$ cat config.mk
export PLATFORM = sky130hd
export DESIGN_NAME = sarseq_top
export DESIGN_NICKNAME = d
export VERILOG_FILES = /design/src/hdl/sarseq_pkg.sv /design/src/hdl/sarseq_top.sv /design/src/hdl/sarseq_clkdiv.sv /design/src/hdl/sarseq_sar.sv
export SDC_FILE = /design/constraint.sdc
export NUM_CORES = 1
export LEC_CHECK = 0
export ABC_CLOCK_PERIOD_IN_PS = 4100
export BUFFER_PORTS_ARGS = -buffer_cell sky130_fd_sc_hd__buf_2
export CORE_ASPECT_RATIO = 1.75
export CORE_MARGIN = 2
export CORE_UTILIZATION = 40
export DETAILED_ROUTE_END_ITERATION = 8
export HOLD_SLACK_MARGIN = 0.03
export PLACE_DENSITY_LB_ADDON = 0.25
export SYNTH_ARGS = -nofsm -noshare
export SYNTH_HDL_FRONTEND = slang
export SYNTH_SLANG_ARGS = --single-unit
$ cat constraint.sdc
create_clock -name pclk -period 4.1 [get_ports pclk]
set_input_delay 0.82 -clock pclk [delete_from_list [all_inputs] [get_ports pclk]]
set_output_delay 0.82 -clock pclk [all_outputs]
set_load 0.01 [all_outputs]
$ cat src/hdl/sarseq_pkg.sv
// Purpose: Constants shared by the SAR converter sequencer files
// Assumes: APB with 32-bit data, one word per register
// Notes:   Control index counts words, so its byte address is four times it
package sarseq_pkg;
  // ==========================================================
  // Register map
  localparam logic [7:0] SARSEQ_CTRL_IDX   = 8'hf7;
  localparam logic [9:0] SARSEQ_CTRL_OFS   = {SARSEQ_CTRL_IDX, 2'h0};
  localparam logic [9:0] SARSEQ_RES_HI_OFS = 10'h0f8;
  localparam logic [9:0] SARSEQ_RES_LO_OFS = 10'h0fc;
  localparam logic [7:0] SARSEQ_CTRL_RST   = 8'h00;
  // ==========================================================
  // Control fields
  localparam int SARSEQ_CH_LSB    = 4;
  localparam int SARSEQ_CH_MSB    = 6;
  localparam int SARSEQ_DONE_BIT  = 3;
  localparam int SARSEQ_SPD_LSB   = 1;
  localparam int SARSEQ_SPD_MSB   = 2;
  localparam int SARSEQ_START_BIT = 0;
  // ==========================================================
  // Conversion timing in conversion clocks
  localparam int SARSEQ_RES_BITS   = 10;
  localparam int SARSEQ_SETUP_CLKS = 10;
  localparam int SARSEQ_BIT_CLKS   = 4;
  localparam int SARSEQ_CPU_DIV    = 4;
  localparam logic [9:0] SARSEQ_SEED = 10'h200;
  // ==========================================================
  // Sequencer states, Gray along setup, trial, store
  typedef enum logic [1:0] {
    SARSEQ_IDLE  = 2'b00,
    SARSEQ_SETUP = 2'b01,
    SARSEQ_TRIAL = 2'b11,
    SARSEQ_STORE = 2'b10
  } sarseq_state_t;
endpackage

$ cat src/hdl/sarseq_top.sv
// Purpose: Digital sequencer for a 10-bit eight-input SAR converter
// Assumes: APB slave, pclk is the CPU clock, comparator is analog
// Notes:   Overview of operation below
//
// Overview of operation
// - Convert one of eight inputs, 10 bits
// - Control bits 6..4 select input channel
// - Control bit 3 is read-only done flag
// - Control bits 2..1 select conversion speed
// - Writing bit 0 high starts conversion
// - Seed approximation at 200h, update per bit
// - First trial at half reference, then refined
// - One channel at a time, changeable between
// - Ten setup clocks, four per bit, fifty
// - Conversion clock is CPU clock over four
// - On completion set done, store, go idle
// - Upper eight bits high, lower two low
// - New result overwrites previous result
// - Control register takes low-byte writes only; reads take any strobe
// - Control register decoded at word index f7h, byte offset 3dch
`timescale 1ns/1ps
module sarseq_top
  import sarseq_pkg::*;
#(
  parameter int RES_BITS = SARSEQ_RES_BITS,
  parameter int CPU_DIV  = SARSEQ_CPU_DIV
) (
  input  wire logic        pclk,
  input  wire logic        presetn,
  input  wire logic        psel,
  input  wire logic        penable,
  input  wire logic        pwrite,
  input  wire logic [9:0]  paddr,
  input  wire logic [31:0] pwdata,
  input  wire logic [3:0]  pstrb,
  output logic [31:0]      prdata,
  output logic             pready,
  output logic             pslverr,
  input  wire logic        cmp_hi,
  output logic [2:0]       mux_sel,
  output logic [1:0]       speed_sel,
  output logic [9:0]       dac_code,
  output logic             conv_busy
);
  // ==========================================================
  // Bus decode
  logic acc;
  logic sel_ctrl;
  logic sel_hi;
  logic sel_lo;
  logic ctrl_wr;
  logic byte_ok;

  assign acc      = psel && penable;
  assign sel_ctrl = (paddr == SARSEQ_CTRL_OFS);
  assign sel_hi   = (paddr == SARSEQ_RES_HI_OFS);
  assign sel_lo   = (paddr == SARSEQ_RES_LO_OFS);
  // Only the low byte lane reaches the control register
  assign byte_ok  = (pstrb == 4'h1);
  assign ctrl_wr  = acc && pwrite && sel_ctrl && byte_ok;
  assign pready   = 1'b1;
  // Unmapped, wide writes and writes to results are errors
  assign pslverr  = acc && (!(sel_ctrl || sel_hi || sel_lo) ||
                    (pwrite && !(sel_ctrl && byte_ok)));

  // ==========================================================
  // Control register and sequencer state
  sarseq_state_t st_q;
  sarseq_state_t st_d;
  logic [2:0]    ch_q;
  logic [2:0]    ch_d;
  logic [1:0]    spd_q;
  logic [1:0]    spd_d;
  logic          done_q;
  logic          done_d;
  logic [3:0]    cnt_q;
  logic [3:0]    cnt_d;
  logic [7:0]    res_hi_q;
  logic [7:0]    res_hi_d;
  logic [1:0]    res_lo_q;
  logic [1:0]    res_lo_d;
  logic          start;
  logic          tick;
  logic          seed;
  logic          step;
  logic          last;
  logic [9:0]    trial;

  // Start is ignored while busy so only one channel converts at a time
  assign start = ctrl_wr && pwdata[SARSEQ_START_BIT] && (st_q == SARSEQ_IDLE);

  always_comb begin
    st_d     = st_q;
    ch_d     = ch_q;
    spd_d    = spd_q;
    done_d   = done_q;
    cnt_d    = cnt_q;
    res_hi_d = res_hi_q;
    res_lo_d = res_lo_q;
    seed     = 1'b0;
    step     = 1'b0;
    // Channel and speed frozen during a conversion
    if (ctrl_wr && st_q == SARSEQ_IDLE) begin
      ch_d  = pwdata[SARSEQ_CH_MSB:SARSEQ_CH_LSB];
      spd_d = pwdata[SARSEQ_SPD_MSB:SARSEQ_SPD_LSB];
    end
    case (st_q)
      SARSEQ_IDLE: begin
        if (start) begin
          done_d = 1'b0;
          seed   = 1'b1;
          cnt_d  = 4'(SARSEQ_SETUP_CLKS - 1);
          st_d   = SARSEQ_SETUP;
        end
      end
      SARSEQ_SETUP: begin
        if (tick) begin
          if (cnt_q == 4'h0) begin
            cnt_d = 4'(SARSEQ_BIT_CLKS - 1);
            st_d  = SARSEQ_TRIAL;
          end else begin
            cnt_d = cnt_q - 4'h1;
          end
        end
      end
      SARSEQ_TRIAL: begin
        if (tick) begin
          if (cnt_q == 4'h0) begin
            // Decision at end of each four-clock bit slot
            cnt_d = 4'(SARSEQ_BIT_CLKS - 1);
            if (last) begin
              st_d = SARSEQ_STORE;
            end
            step = 1'b1;
          end else begin
            cnt_d = cnt_q - 4'h1;
          end
        end
      end
      SARSEQ_STORE: begin
        res_hi_d = trial[9:2];
        res_lo_d = trial[1:0];
        done_d   = 1'b1;
        st_d     = SARSEQ_IDLE;
      end
      default: begin
        st_d = SARSEQ_IDLE;
      end
    endcase
  end

  always_ff @(posedge pclk or negedge presetn) begin
    if (!presetn) begin
      st_q     <= SARSEQ_IDLE;
      ch_q     <= SARSEQ_CTRL_RST[SARSEQ_CH_MSB:SARSEQ_CH_LSB];
      spd_q    <= SARSEQ_CTRL_RST[SARSEQ_SPD_MSB:SARSEQ_SPD_LSB];
      done_q   <= SARSEQ_CTRL_RST[SARSEQ_DONE_BIT];
      cnt_q    <= 4'h0;
      res_hi_q <= 8'h00;
      res_lo_q <= 2'h0;
    end else begin
      st_q     <= st_d;
      ch_q     <= ch_d;
      spd_q    <= spd_d;
      done_q   <= done_d;
      cnt_q    <= cnt_d;
      res_hi_q <= res_hi_d;
      res_lo_q <= res_lo_d;
    end
  end

  // ==========================================================
  // Conversion clock and approximation register
  sarseq_clkdiv #(
    .DIV (CPU_DIV)
  ) u_div (
    .pclk    (pclk),
    .presetn (presetn),
    .clear   (seed),
    .tick    (tick)
  );

  sarseq_sar #(
    .W (RES_BITS)
  ) u_sar (
    .pclk    (pclk),
    .presetn (presetn),
    .seed    (seed),
    .step    (step),
    .cmp_hi  (cmp_hi),
    .trial   (trial),
    .last    (last)
  );

  // ==========================================================
  // Read data, done bit reads back and is never written
  always_comb begin
    prdata = 32'h0000_0000;
    if (sel_ctrl) begin
      prdata[SARSEQ_CH_MSB:SARSEQ_CH_LSB]   = ch_q;
      prdata[SARSEQ_DONE_BIT]               = done_q;
      prdata[SARSEQ_SPD_MSB:SARSEQ_SPD_LSB] = spd_q;
    end else if (sel_hi) begin
      prdata[7:0] = res_hi_q;
    end else if (sel_lo) begin
      prdata[1:0] = res_lo_q;
    end
  end

  assign mux_sel   = ch_q;
  assign speed_sel = spd_q;
  assign dac_code  = trial;
  assign conv_busy = (st_q != SARSEQ_IDLE);
endmodule

$ cat src/hdl/sarseq_clkdiv.sv
// Purpose: Conversion clock enable, one pulse per DIV pclk cycles
// Assumes: Single clock domain
// Notes:   Counter restarts on clear so each conversion is aligned
`timescale 1ns/1ps
module sarseq_clkdiv #(
  parameter int DIV = 4
) (
  input  wire logic pclk,
  input  wire logic presetn,
  input  wire logic clear,
  output logic      tick
);
  // ==========================================================
  // Divider
  logic [7:0] cnt_q;
  logic [7:0] cnt_d;

  always_comb begin
    if (clear || cnt_q == 8'(DIV - 1)) begin
      cnt_d = 8'h00;
    end else begin
      cnt_d = cnt_q + 8'h01;
    end
  end

  always_ff @(posedge pclk or negedge presetn) begin
    if (!presetn) begin
      cnt_q <= 8'h00;
    end else begin
      cnt_q <= cnt_d;
    end
  end

  assign tick = !clear && (cnt_q == 8'(DIV - 1));
endmodule

$ cat src/hdl/sarseq_sar.sv
// Purpose: Successive approximation register with trial bit pointer
// Assumes: Comparator output valid when step is pulsed
// Notes:   cmp_hi means input is above the trial level
`timescale 1ns/1ps
module sarseq_sar
  import sarseq_pkg::*;
#(
  parameter int W = 10
) (
  input  wire logic         pclk,
  input  wire logic         presetn,
  input  wire logic         seed,
  input  wire logic         step,
  input  wire logic         cmp_hi,
  output logic [W-1:0]      trial,
  output logic              last
);
  // ==========================================================
  // Approximation and bit pointer
  logic [W-1:0] sar_q;
  logic [W-1:0] sar_d;
  logic [W-1:0] ptr_q;
  logic [W-1:0] ptr_d;

  always_comb begin
    sar_d = sar_q;
    ptr_d = ptr_q;
    if (seed) begin
      sar_d = W'(SARSEQ_SEED);
      ptr_d = W'(SARSEQ_SEED);
    end else if (step) begin
      // Keep or drop the bit on trial, then try the next lower one
      if (!cmp_hi) begin
        sar_d = sar_q & ~ptr_q;
      end
      ptr_d = ptr_q >> 1;
      sar_d = sar_d | (ptr_q >> 1);
    end
  end

  always_ff @(posedge pclk or negedge presetn) begin
    if (!presetn) begin
      sar_q <= '0;
      ptr_q <= '0;
    end else begin
      sar_q <= sar_d;
      ptr_q <= ptr_d;
    end
  end

  assign trial = sar_q;
  assign last  = ptr_q[0];
endmodule

# After elaboration in Yosys (flattened, before gate mapping)
# Cells that the tools add are included.
# word_totals
ff_bits	50
input_bits	52
output_inout_bits	50
wordCells	90
# classes
n_addsub	2
eq_ne	15
n_mux	32
bitwise	3
reduce_logical	28
# ops
op	n
two-way mux 10 bit	7
== test 10 x 8 -> 1 bit (second input constant)	2
two-way mux 2 bit	8
two-way mux 4 bit	3
two-way mux 6 bit	2
logical AND 1 bit	11
AND 10 bit	1
== test 10 bit (second input constant)	1
inequality test 2 bit (second input constant)	5
inverter 10 bit	1
OR 10 x 9 -> 10 bit	1
adder 8 x 1 -> 8 bit (second input constant)	1
== test 8 x 2 -> 1 bit (second input constant)	1
two-way mux 1 bit	8
two-way mux 8 bit	1
case mux 2 bit (4 select lines)	1
case mux 4 bit (2 select lines)	1
nonzero test 2 bit	4
AND reduction 6 bit	1
== test 2 bit (second input constant)	2
== test 4 x 1 -> 1 bit (second input constant)	1
zero test 4 bit	1
logical OR 1 bit	4
inequality test 2 x 1 -> 1 bit (second input constant)	2
8 further kinds	10

# Longest topological paths before layout
# Gate-level depths: netlist of run 1.
# depth
depth_word	17
depth_mapped	8
mapped_depth_nobuf	6

# By module
# A second synthesis of run 1 with hierarchy kept.
# hier_totals
hier_cells	241
hier_area_um2	2615.0
# by_module_without_submodules
mod	instances	cells_per_inst	area_each_um2	seq_area_each_um2
sarseq_top	1	126	1297.5	550.5
sarseq_sar	1	76	933.4	500.5
sarseq_clkdiv	1	39	384.1	200.2

# Worst setup path before layout of run 1
# Ideal clock, no wire load.
# synth_timing
path_kind	input to output
from	in paddr[1]
to	out pslverr
arrival_ns	1.909
t_required_ns	3.280
path_slack_ns	1.371
stages	4
n_path_buf	0
path_cell_list	nor4bb_1 nand4_1 o21ai_0 a21oi_1
# synth_via
elab_chain_len	6
word_cells_on_any_way	11
classes_between	eq/ne: 3; reduce/logical: 8
# synth_lines
item	line	source
from (decl)	sarseq_top.sv:33	input wire logic [9:0] paddr,
== test 10 bit or == test 10 x 8 -> 1 bit (tied branches)	sarseq_top.sv:55, sarseq_top.sv:56	
logical OR 1 bit or logical AND 1 bit (tied branches)	sarseq_top.sv:63, sarseq_top.sv:64	
logical OR 1 bit or zero test 1 bit (tied branches)	sarseq_top.sv:63, sarseq_top.sv:64	
zero test 1 bit or logical AND 1 bit (tied branches)	sarseq_top.sv:63, sarseq_top.sv:64	
logical OR 1 bit *	sarseq_top.sv:63	assign pslverr = acc && (!(sel_ctrl || sel_hi || sel_lo) ||
logical AND 1 bit *	sarseq_top.sv:63	
to (decl)	sarseq_top.sv:38	output logic pslverr,
# Mark *: on every way between the ends. The rest lies on a longest branch, timed or not.

# Final worst setup path of run 1
# layout_timing
from	in paddr[1]
to	out prdata[6]
# layout_via
elab_chain_len	3
word_cells_on_any_way	4
classes_between	eq/ne: 2; mux: 2
# layout_lines
item	line	source
== test 10 x 8 -> 1 bit	sarseq_top.sv:56	assign sel_hi = (paddr == SARSEQ_RES_HI_OFS);
two-way mux 6 bit	sarseq_top.sv:203	end else if (sel_hi) begin
two-way mux 6 bit *	sarseq_top.sv:199	if (sel_ctrl) begin
to (decl)	sarseq_top.sv:36	output logic [31:0] prdata,
# Marks and branches as above.

==> results of run 1 <==
==> worst max path at each step <==
stage / start / to / slack [ps] / cells after the start
2_1_floorplan: paddr[1] / pslverr / 1370 / 4
3_3_place_gp: paddr[1] / prdata[6] / 940 / 6
3_5_place_dp: paddr[1] / prdata[6] / 940 / 6
4_1_cts: paddr[1] / prdata[6] / 930 / 6
5_1_grt: paddr[1] / prdata[4] / 770 / 6
6_report: paddr[1] / prdata[6] / 950 / 6
==> flip-flops by register name (all words and copies together) (netlist names), 3 cells and up <==
name and flops:
u_sar.trial 10, u_sar.ptr_q 10, mux_sel 3, cnt_q 4
res_hi_q 8, u_div.cnt_q 8
==> power groups by stage <==
stage                     clock (mW)  combinational (mW)  sequential (mW)
after floorplan                    0              0.0570            0.531
after global placement             0              0.0668            0.535
after detailed placement           0              0.0682            0.536
after CTS                      0.360              0.0687            0.526
after global routing           0.376              0.0783            0.529
final                          0.346              0.0674            0.526
==> logic make-up after synthesis <==
| group | count (synthesis) | share of synthesized area, % |
|---|---|---|
| multiplexers | 27 | 11.2 |
| AO/OA/AOI/OAI | 39 | 9.95 |
| XOR/XNOR | 6 | 2.03 |
| adder cells (fa/ha/maj) | 2 | 0.966 |
| AND/OR/NAND/NOR | 82 | 17.4 |
| buffers and inverters | 38 | 9.95 |
| flip-flops | 50 | 48.3 |
| other | 2 | 0.290 |
==> layout make-up <==
cell class,count,area (µm²),share of cell area (%)
clock inverter,2,37.5,1.29
inverter,5,18.8,0.646
tap,80,100,3.44
timing repair buffer,51,258,8.87
multi-input combinational,181,1170,40.2
sequential,50,1250,43.0
clock buffer,6,72.6,2.50
==> metal layers <==
layer  up-vias  wire length [µm]  global-route usage [%]
li1        905                 -                       -
met1       920              2000                    17.1
met2        57              2690                    27.3
met3         7               239                    3.36
met4         0                99                    6.38
met5         -                 0                       0
==> layout by cell type, fill, tap and decap left out, types with 3 or more instances in the layout <==
cell type / synthesis / final
conb_1: 2 / 25
inv_1: 5 / 5
nand2_1: 16 / 16
and3_1: 4 / 4
nand3_1: 9 / 9
nand2b_1: 9 / 9
dfrtp_1: 50 / 50
a21oi_1: 10 / 10
xor2_1: 5 / 5
buf_2: 2 / 50
a22o_1: 5 / 5
o21ai_0: 13 / 13
mux2_2: 15 / 15
nand4_1: 5 / 5
nor2_1: 22 / 22
clkbuf_8: 0 / 5
nor3b_1: 3 / 3
mux2i_1: 12 / 12
==> summary.md, run 1 <==
| Metric | Value |
|---|---|
| Status | `complete, no violations` |
| Fin crit share | `76.9%` |
| CTS tree | `yes` |
| Unrepaired setup endpoints after global routing | `no` |
| PortBufs | `50` |
| Most common cell in the netlist | `dfrtp_1` |
| Worst vdd ir | `0.152 mV` |
| Setup CP Type | `primary input to primary output` |
| Placed instance area | `2800 µm²` |
| Max-slew violations | `0` |
| I/O pin count | `102` |
| Top FF cell, synth | `dfrtp_1` |
| Layout Utilization | `46.7%` |
| Detailed Route Iter0 Violations | `73` |
| P_leak | `1.35 nW` |
| Starting Density | `41.6%` |
| Synth area leaders | `dfrtp_1 (48%), buf_4 (7.5%), mux2_2 (6.5%)` |
| Relative slew slack | `35.4%` |
| Internal Pwr Total | `0.717 mW` |
| Clock sink total | `50` |
| First-pass GRT wire length | `8580 µm` |
| Inst Count DP | `367` |
| Nets@finish | `348` |
| Final Power | `0.939 mW` |
| Library cells used by synthesis | `45` |
| Crit path cell chain | `buf_2 > nor4bb_1 > nand4_1 > nor2_1 > a22o_1 > buf_2` |
| Dpl ws | `938 ps` |
| Post-DR vias/cell | `5.04` |
| Final hold violations | `0` |
| DP Wirelength | `3830 µm` |
| Vias in the first global route | `1820` |
| WHS Endpoint | `done_q$_DFFE_PN0P_` |
| Crit start category | `primary input` |
| Hold path start | `done_q$_DFFE_PN0P_` |
| Setup bufs post-CTS | `0` |
| Grt total ovfl | `0` |
| Area leader, netlist | `dfrtp_1` |
| # rows | `38` |
| Clock skew | `7.06 ps` |
| Setup TNS | `0 ps` |
| Critical R2R Capture | `u_sar.ptr_q[1]$_DFFE_PN0P_` |
| Hold Slack | `487 ps` |
| Post-route ant nets | `0` |
| CP required | `3280 ps` |
| Slowest stage cell, crit path | `nor4bb_1` |
| Area grow syn2layout | `12.2%` |
| EDFF count, synth | `0` |
| Sw Ratio | `23.7%` |
| Clk_lat worst skew | `310 ps` |
| Reg2Reg Depth | `5` |
| Critical path's top delay family | `simple AND/OR/NAND/NOR gates` |
| Min Tclk post-route | `3150 ps` |
| Synth cell count leaders | `dfrtp_1 (50), buf_4 (26), nor2_1 (22)` |
| Reg2reg start | `u_div.cnt_q[0]$_DFF_PN0_` |
| Design area | `2910 µm²` |
| Post-Syn Area | `2590 µm²` |
| All-Layer GR Usage | `15.3%` |
| Share of cells above drive strength 1 | `27.1%` |
| Tightest Hold Check Type | `register to register` |
| Endpoints failing setup | `0` |
| CTS Buf Count | `5` |
| Synthesized flop and latch total | `50` |
| FILL cells | `616` |
| Cts hold-fix bufs | `0` |
| FF-to-FF setup slack | `1680 ps` |
| Switching pwr | `0.223 mW` |
| Hold path cells | `1` |
| Clk pin slew, worst setup/hold paths | `90 ps` |
| Clock share of power | `36.8%` |
| Core area | `6230 µm²` |
| Max stage delay on crit path | `420 ps` |
| Largest net degree at the start of global routing | `32` |
| Antenna violations before repair | `0` |
| H-tree depth | `2` |
| DR DRC count | `0` |
| Largest fanout on the critical path | `6` |
| Worst Tran Pin Value | `967 ps` |
| P per Cell Area | `323 nW/µm²` |
| First-pass iteration count of the detailed router | `4` |
| Gpl congestion | `0.766` |
| Number of max-cap violations | `0` |
| Asr flop ratio synth | `100%` |
| DR WL/cell | `13.4 µm` |
| Avg Synthesized Cell Area | `10.5 µm²` |
| Via count | `1889` |
| Fin worst setup slack | `949 ps` |
| Gate power share | `7.2%` |
| Sequential share of the synthesized area | `48.3%` |
| Clk root buf | `clkbuf_8` |
| # diodes | `0` |
| Most numerous cell on the critical path | `buf_2` |
| Total wire length | `5030 µm` |
| Arrival @ worst endpoint | `2330 ps` |
| Die X | `64.8 µm` |
| CP bufs+invs | `2` |
| Die Y | `110 µm` |
| CP endpoint kind | `primary output` |
| CTS resizes | `0` |
| DIE AREA | `7160 µm²` |
| Sequential power share | `56.0%` |
| Fmax | `317 MHz` |
| Yosys top cell area share | `48.3%` |
| Synth warn | `0` |
| Post-Syn Instances | `246` |
| Final cell count without fillers | `375` |
| CTS max path bufs | `2` |
Note: power is estimated with default switching activity, not from simulation.
==> inputs of run 2 (changes only) <==
--- a/config.mk
+++ b/config.mk
@@ -5,7 +5,8 @@
 export SDC_FILE = /design/constraint.sdc
 export NUM_CORES = 1
 export LEC_CHECK = 0
-export ABC_CLOCK_PERIOD_IN_PS = 4100
+export ABC_AREA = 1
+export ABC_CLOCK_PERIOD_IN_PS = 2800
 export BUFFER_PORTS_ARGS = -buffer_cell sky130_fd_sc_hd__buf_2
 export CORE_ASPECT_RATIO = 1.75
 export CORE_MARGIN = 2
==> constraint.sdc (replaced) <==
create_clock -name pclk -period 2.8 [get_ports pclk]
set_input_delay 0.56 -clock pclk [delete_from_list [all_inputs] [get_ports pclk]]
set_output_delay 0.56 -clock pclk [all_outputs]
set_load 0.01 [all_outputs]
==> run 2 against run 1 <==
  * Sequential power grew 37%
  * Critical endpoint is now prdata[0]
  * Critical path type unchanged
  * Core utilization grew 0.33 points
  * Clock power grew 75%
  * Final cell count grew 19%
  * Synthesized area grew 3.8%
  * Routed wire length grew 5.3%
==> summary.md, run 2 <==
| Metric | Value |
|---|---|
| Slowest stage cell, crit path | `nor2_1` |
| Number of max-cap violations | `0` |
| Core area | `6540 µm²` |
| CTS resizes | `0` |
| Fmax | `418 MHz` |
| Critical R2R Capture | `u_sar.trial[9]$_DFFE_PN0P_` |
| Reg2Reg Depth | `9` |
| P per Cell Area | `456 nW/µm²` |
| # diodes | `0` |
| Reg2reg start | `cnt_q[0]$_DFFE_PN0P_` |
| Commonest cells after routing, fill and taps aside | `nand2_1 (56), dfrtp_1 (50), buf_2 (50)` |
| Internal Pwr Total | `1.10 mW` |
| Clk_lat worst skew | `280 ps` |
| Most common cell in the netlist | `nand2_1` |
| Nets@finish | `417` |
| Arrival @ worst endpoint | `1830 ps` |
| Max-slew violations | `0` |
| Gate power share | `5.1%` |
| Starting Density | `41.1%` |
| Final cell count without fillers | `446` |
| Die Y | `112 µm` |
| Avg Synthesized Cell Area | `8.65 µm²` |
| Antenna violations before repair | `0` |
| Share of cells above drive strength 1 | `23.9%` |
| Final hold violations | `0` |
| Clk pin slew, worst setup/hold paths | `60 ps` |
| Post-Syn Area | `2690 µm²` |
| Clk root buf | `clkbuf_16` |
| PortBufs | `50` |
| Clock sink total | `50` |
| Post-Syn Instances | `311` |
| DR WL/cell | `11.9 µm` |
| Total wire length | `5300 µm` |
| CTS max path bufs | `2` |
| Largest net degree at the start of global routing | `30` |
| Synthesized flop and latch total | `50` |
| Fin crit share | `85.5%` |
| Yosys top cell area share | `46.5%` |
| Sw Ratio | `21.6%` |
| I/O pin count | `102` |
| Setup TNS | `0 ps` |
| EDFF count, synth | `0` |
| Asr flop ratio synth | `100%` |
| Gpl congestion | `0.775` |
| Sequential share of the synthesized area | `46.5%` |
| Crit start category | `primary input` |
| Max stage delay on crit path | `370 ps` |
| Die X | `66.0 µm` |
| # rows | `39` |
| Sequential power share | `51.7%` |
| Tightest Hold Check Type | `primary input to asynchronous set/reset pin` |
| Most common cell after layout, fill and taps aside | `nand2_1` |
| Setup CP Type | `primary input to primary output` |
| Largest fanout on the critical path | `6` |
| Setup bufs post-CTS | `0` |
| Synth warn | `0` |
| Clock skew | `4.88 ps` |
| Crit path cell chain | `buf_2 > inv_1 > nand2_1 > nor3_1 > nand3_1 > nor2_1 > inv_1 > nor2_1 > nor2_1 > buf_2` |
| Area leader, netlist | `dfrtp_1` |
| DR DRC count | `0` |
| Cts hold-fix bufs | `0` |
| Detailed Route Iter0 Violations | `44` |
| Inst Count DP | `438` |
| CTS Buf Count | `5` |
| Area grow syn2layout | `14.2%` |
| Via count | `2109` |
| Status | `complete, no violations` |
| Synth cell count leaders | `nand2_1 (56), dfrtp_1 (50), inv_1 (40)` |
| CP endpoint kind | `primary output` |
| Critical path's top delay family | `simple AND/OR/NAND/NOR gates` |
| DP Wirelength | `4200 µm` |
| All-Layer GR Usage | `14.9%` |
| H-tree depth | `2` |
| Post-DR vias/cell | `4.73` |
| P_leak | `1.58 nW` |
| CP required | `2240 ps` |
| Endpoints failing setup | `0` |
| Vias in the first global route | `1996` |
| Most numerous cell on the critical path | `nor2_1` |
| Post-route ant nets | `0` |
| Unrepaired setup endpoints after global routing | `no` |
| Top FF cell, synth | `dfrtp_1` |
| CP bufs+invs | `4` |
| CTS tree | `yes` |
| FILL cells | `663` |
| First-pass iteration count of the detailed router | `4` |
| Worst vdd ir | `0.259 mV` |
| Library cells used by synthesis | `30` |
| First-pass GRT wire length | `8740 µm` |
| DIE AREA | `7420 µm²` |
| Synth area leaders | `dfrtp_1 (47%), nand2_1 (7.8%), buf_4 (7.3%)` |
| Min Tclk post-route | `2390 ps` |
| Layout Utilization | `47.0%` |
| Grt total ovfl | `0` |
| Clock share of power | `43.2%` |
| Switching pwr | `0.303 mW` |
| FF-to-FF setup slack | `800 ps` |
-- run 2: routing by layer --
layer | GRT usage (%) | vias to the layer above | share of wire, %
li1 | - | 1060 | -
met1 | 15.9 | 984 | 38
met2 | 27.7 | 56 | 55
met3 | 2.51 | 9 | 4.4
met4 | 6.53 | 0 | 2.4
met5 | 0 | - | 0
-- run 2: power groups by stage --
stage | registers (mW) | logic (mW) | clock network [mW]
after floorplan | 0.737 | 0.0577 | 0
after global placement | 0.737 | 0.0714 | 0
after detailed placement | 0.737 | 0.0725 | 0
after CTS | 0.723 | 0.0727 | 0.625
after global routing | 0.723 | 0.0827 | 0.649
final | 0.723 | 0.0714 | 0.605
-- run 2: cell type report --
cell class | count | area [µm²] | area share (%)
Clock buffer | 6 | 139 | 4.52
Inverter | 40 | 150 | 4.89
Clock inverter | 2 | 12.5 | 0.407
Multi-Input combinational cell | 214 | 1150 | 37.5
Sequential cell | 50 | 1250 | 40.7
Tap cell | 82 | 103 | 3.34
Timing Repair Buffer | 52 | 265 | 8.63
-- run 2: how the worst max path moves through the flow --
stage                      endpoint  slack [ps]      from  cells past startpoint
after floorplan           prdata[7]         850  paddr[7]                      6
after global placement    prdata[0]         360  paddr[9]                     10
after detailed placement  prdata[0]         380  paddr[9]                     10
after CTS                 prdata[0]         380  paddr[9]                     10
after global routing      prdata[0]         230  paddr[8]                     10
final                     prdata[0]         410  paddr[9]                     10
-- run 2: cells by family (layout without fill, tap and decap cells) --
logic type | count (synthesis) | after routing | share of synthesized area, %
xor gates and xnor gates | 6 | 6 | 1.95
muxes | 11 | 11 | 4.51
AOI/OAI and AO/OA | 57 | 57 | 12.2
buffers and inverters | 70 | 100 | 13.9
other | 2 | 25 | 0.279
adders and majority gates | 2 | 2 | 0.930
DFF | 50 | 50 | 46.5
and+or+nand+nor | 113 | 113 | 19.7
-- run 2: metrics by stage --
stage / hold WS [ps] / instance area [µm²] / total power, mW / worst slack [ps]
floorplan: 264 / 2780 / 0.795 / 847
global placement: 446 / 2920 / 0.808 / 357
detailed placement: 449 / 2920 / 0.810 / 380
CTS: 258 / 3070 / 1.42 / 377
global route: 271 / 3070 / 1.45 / 232
finish: 251 / 3070 / 1.40 / 407
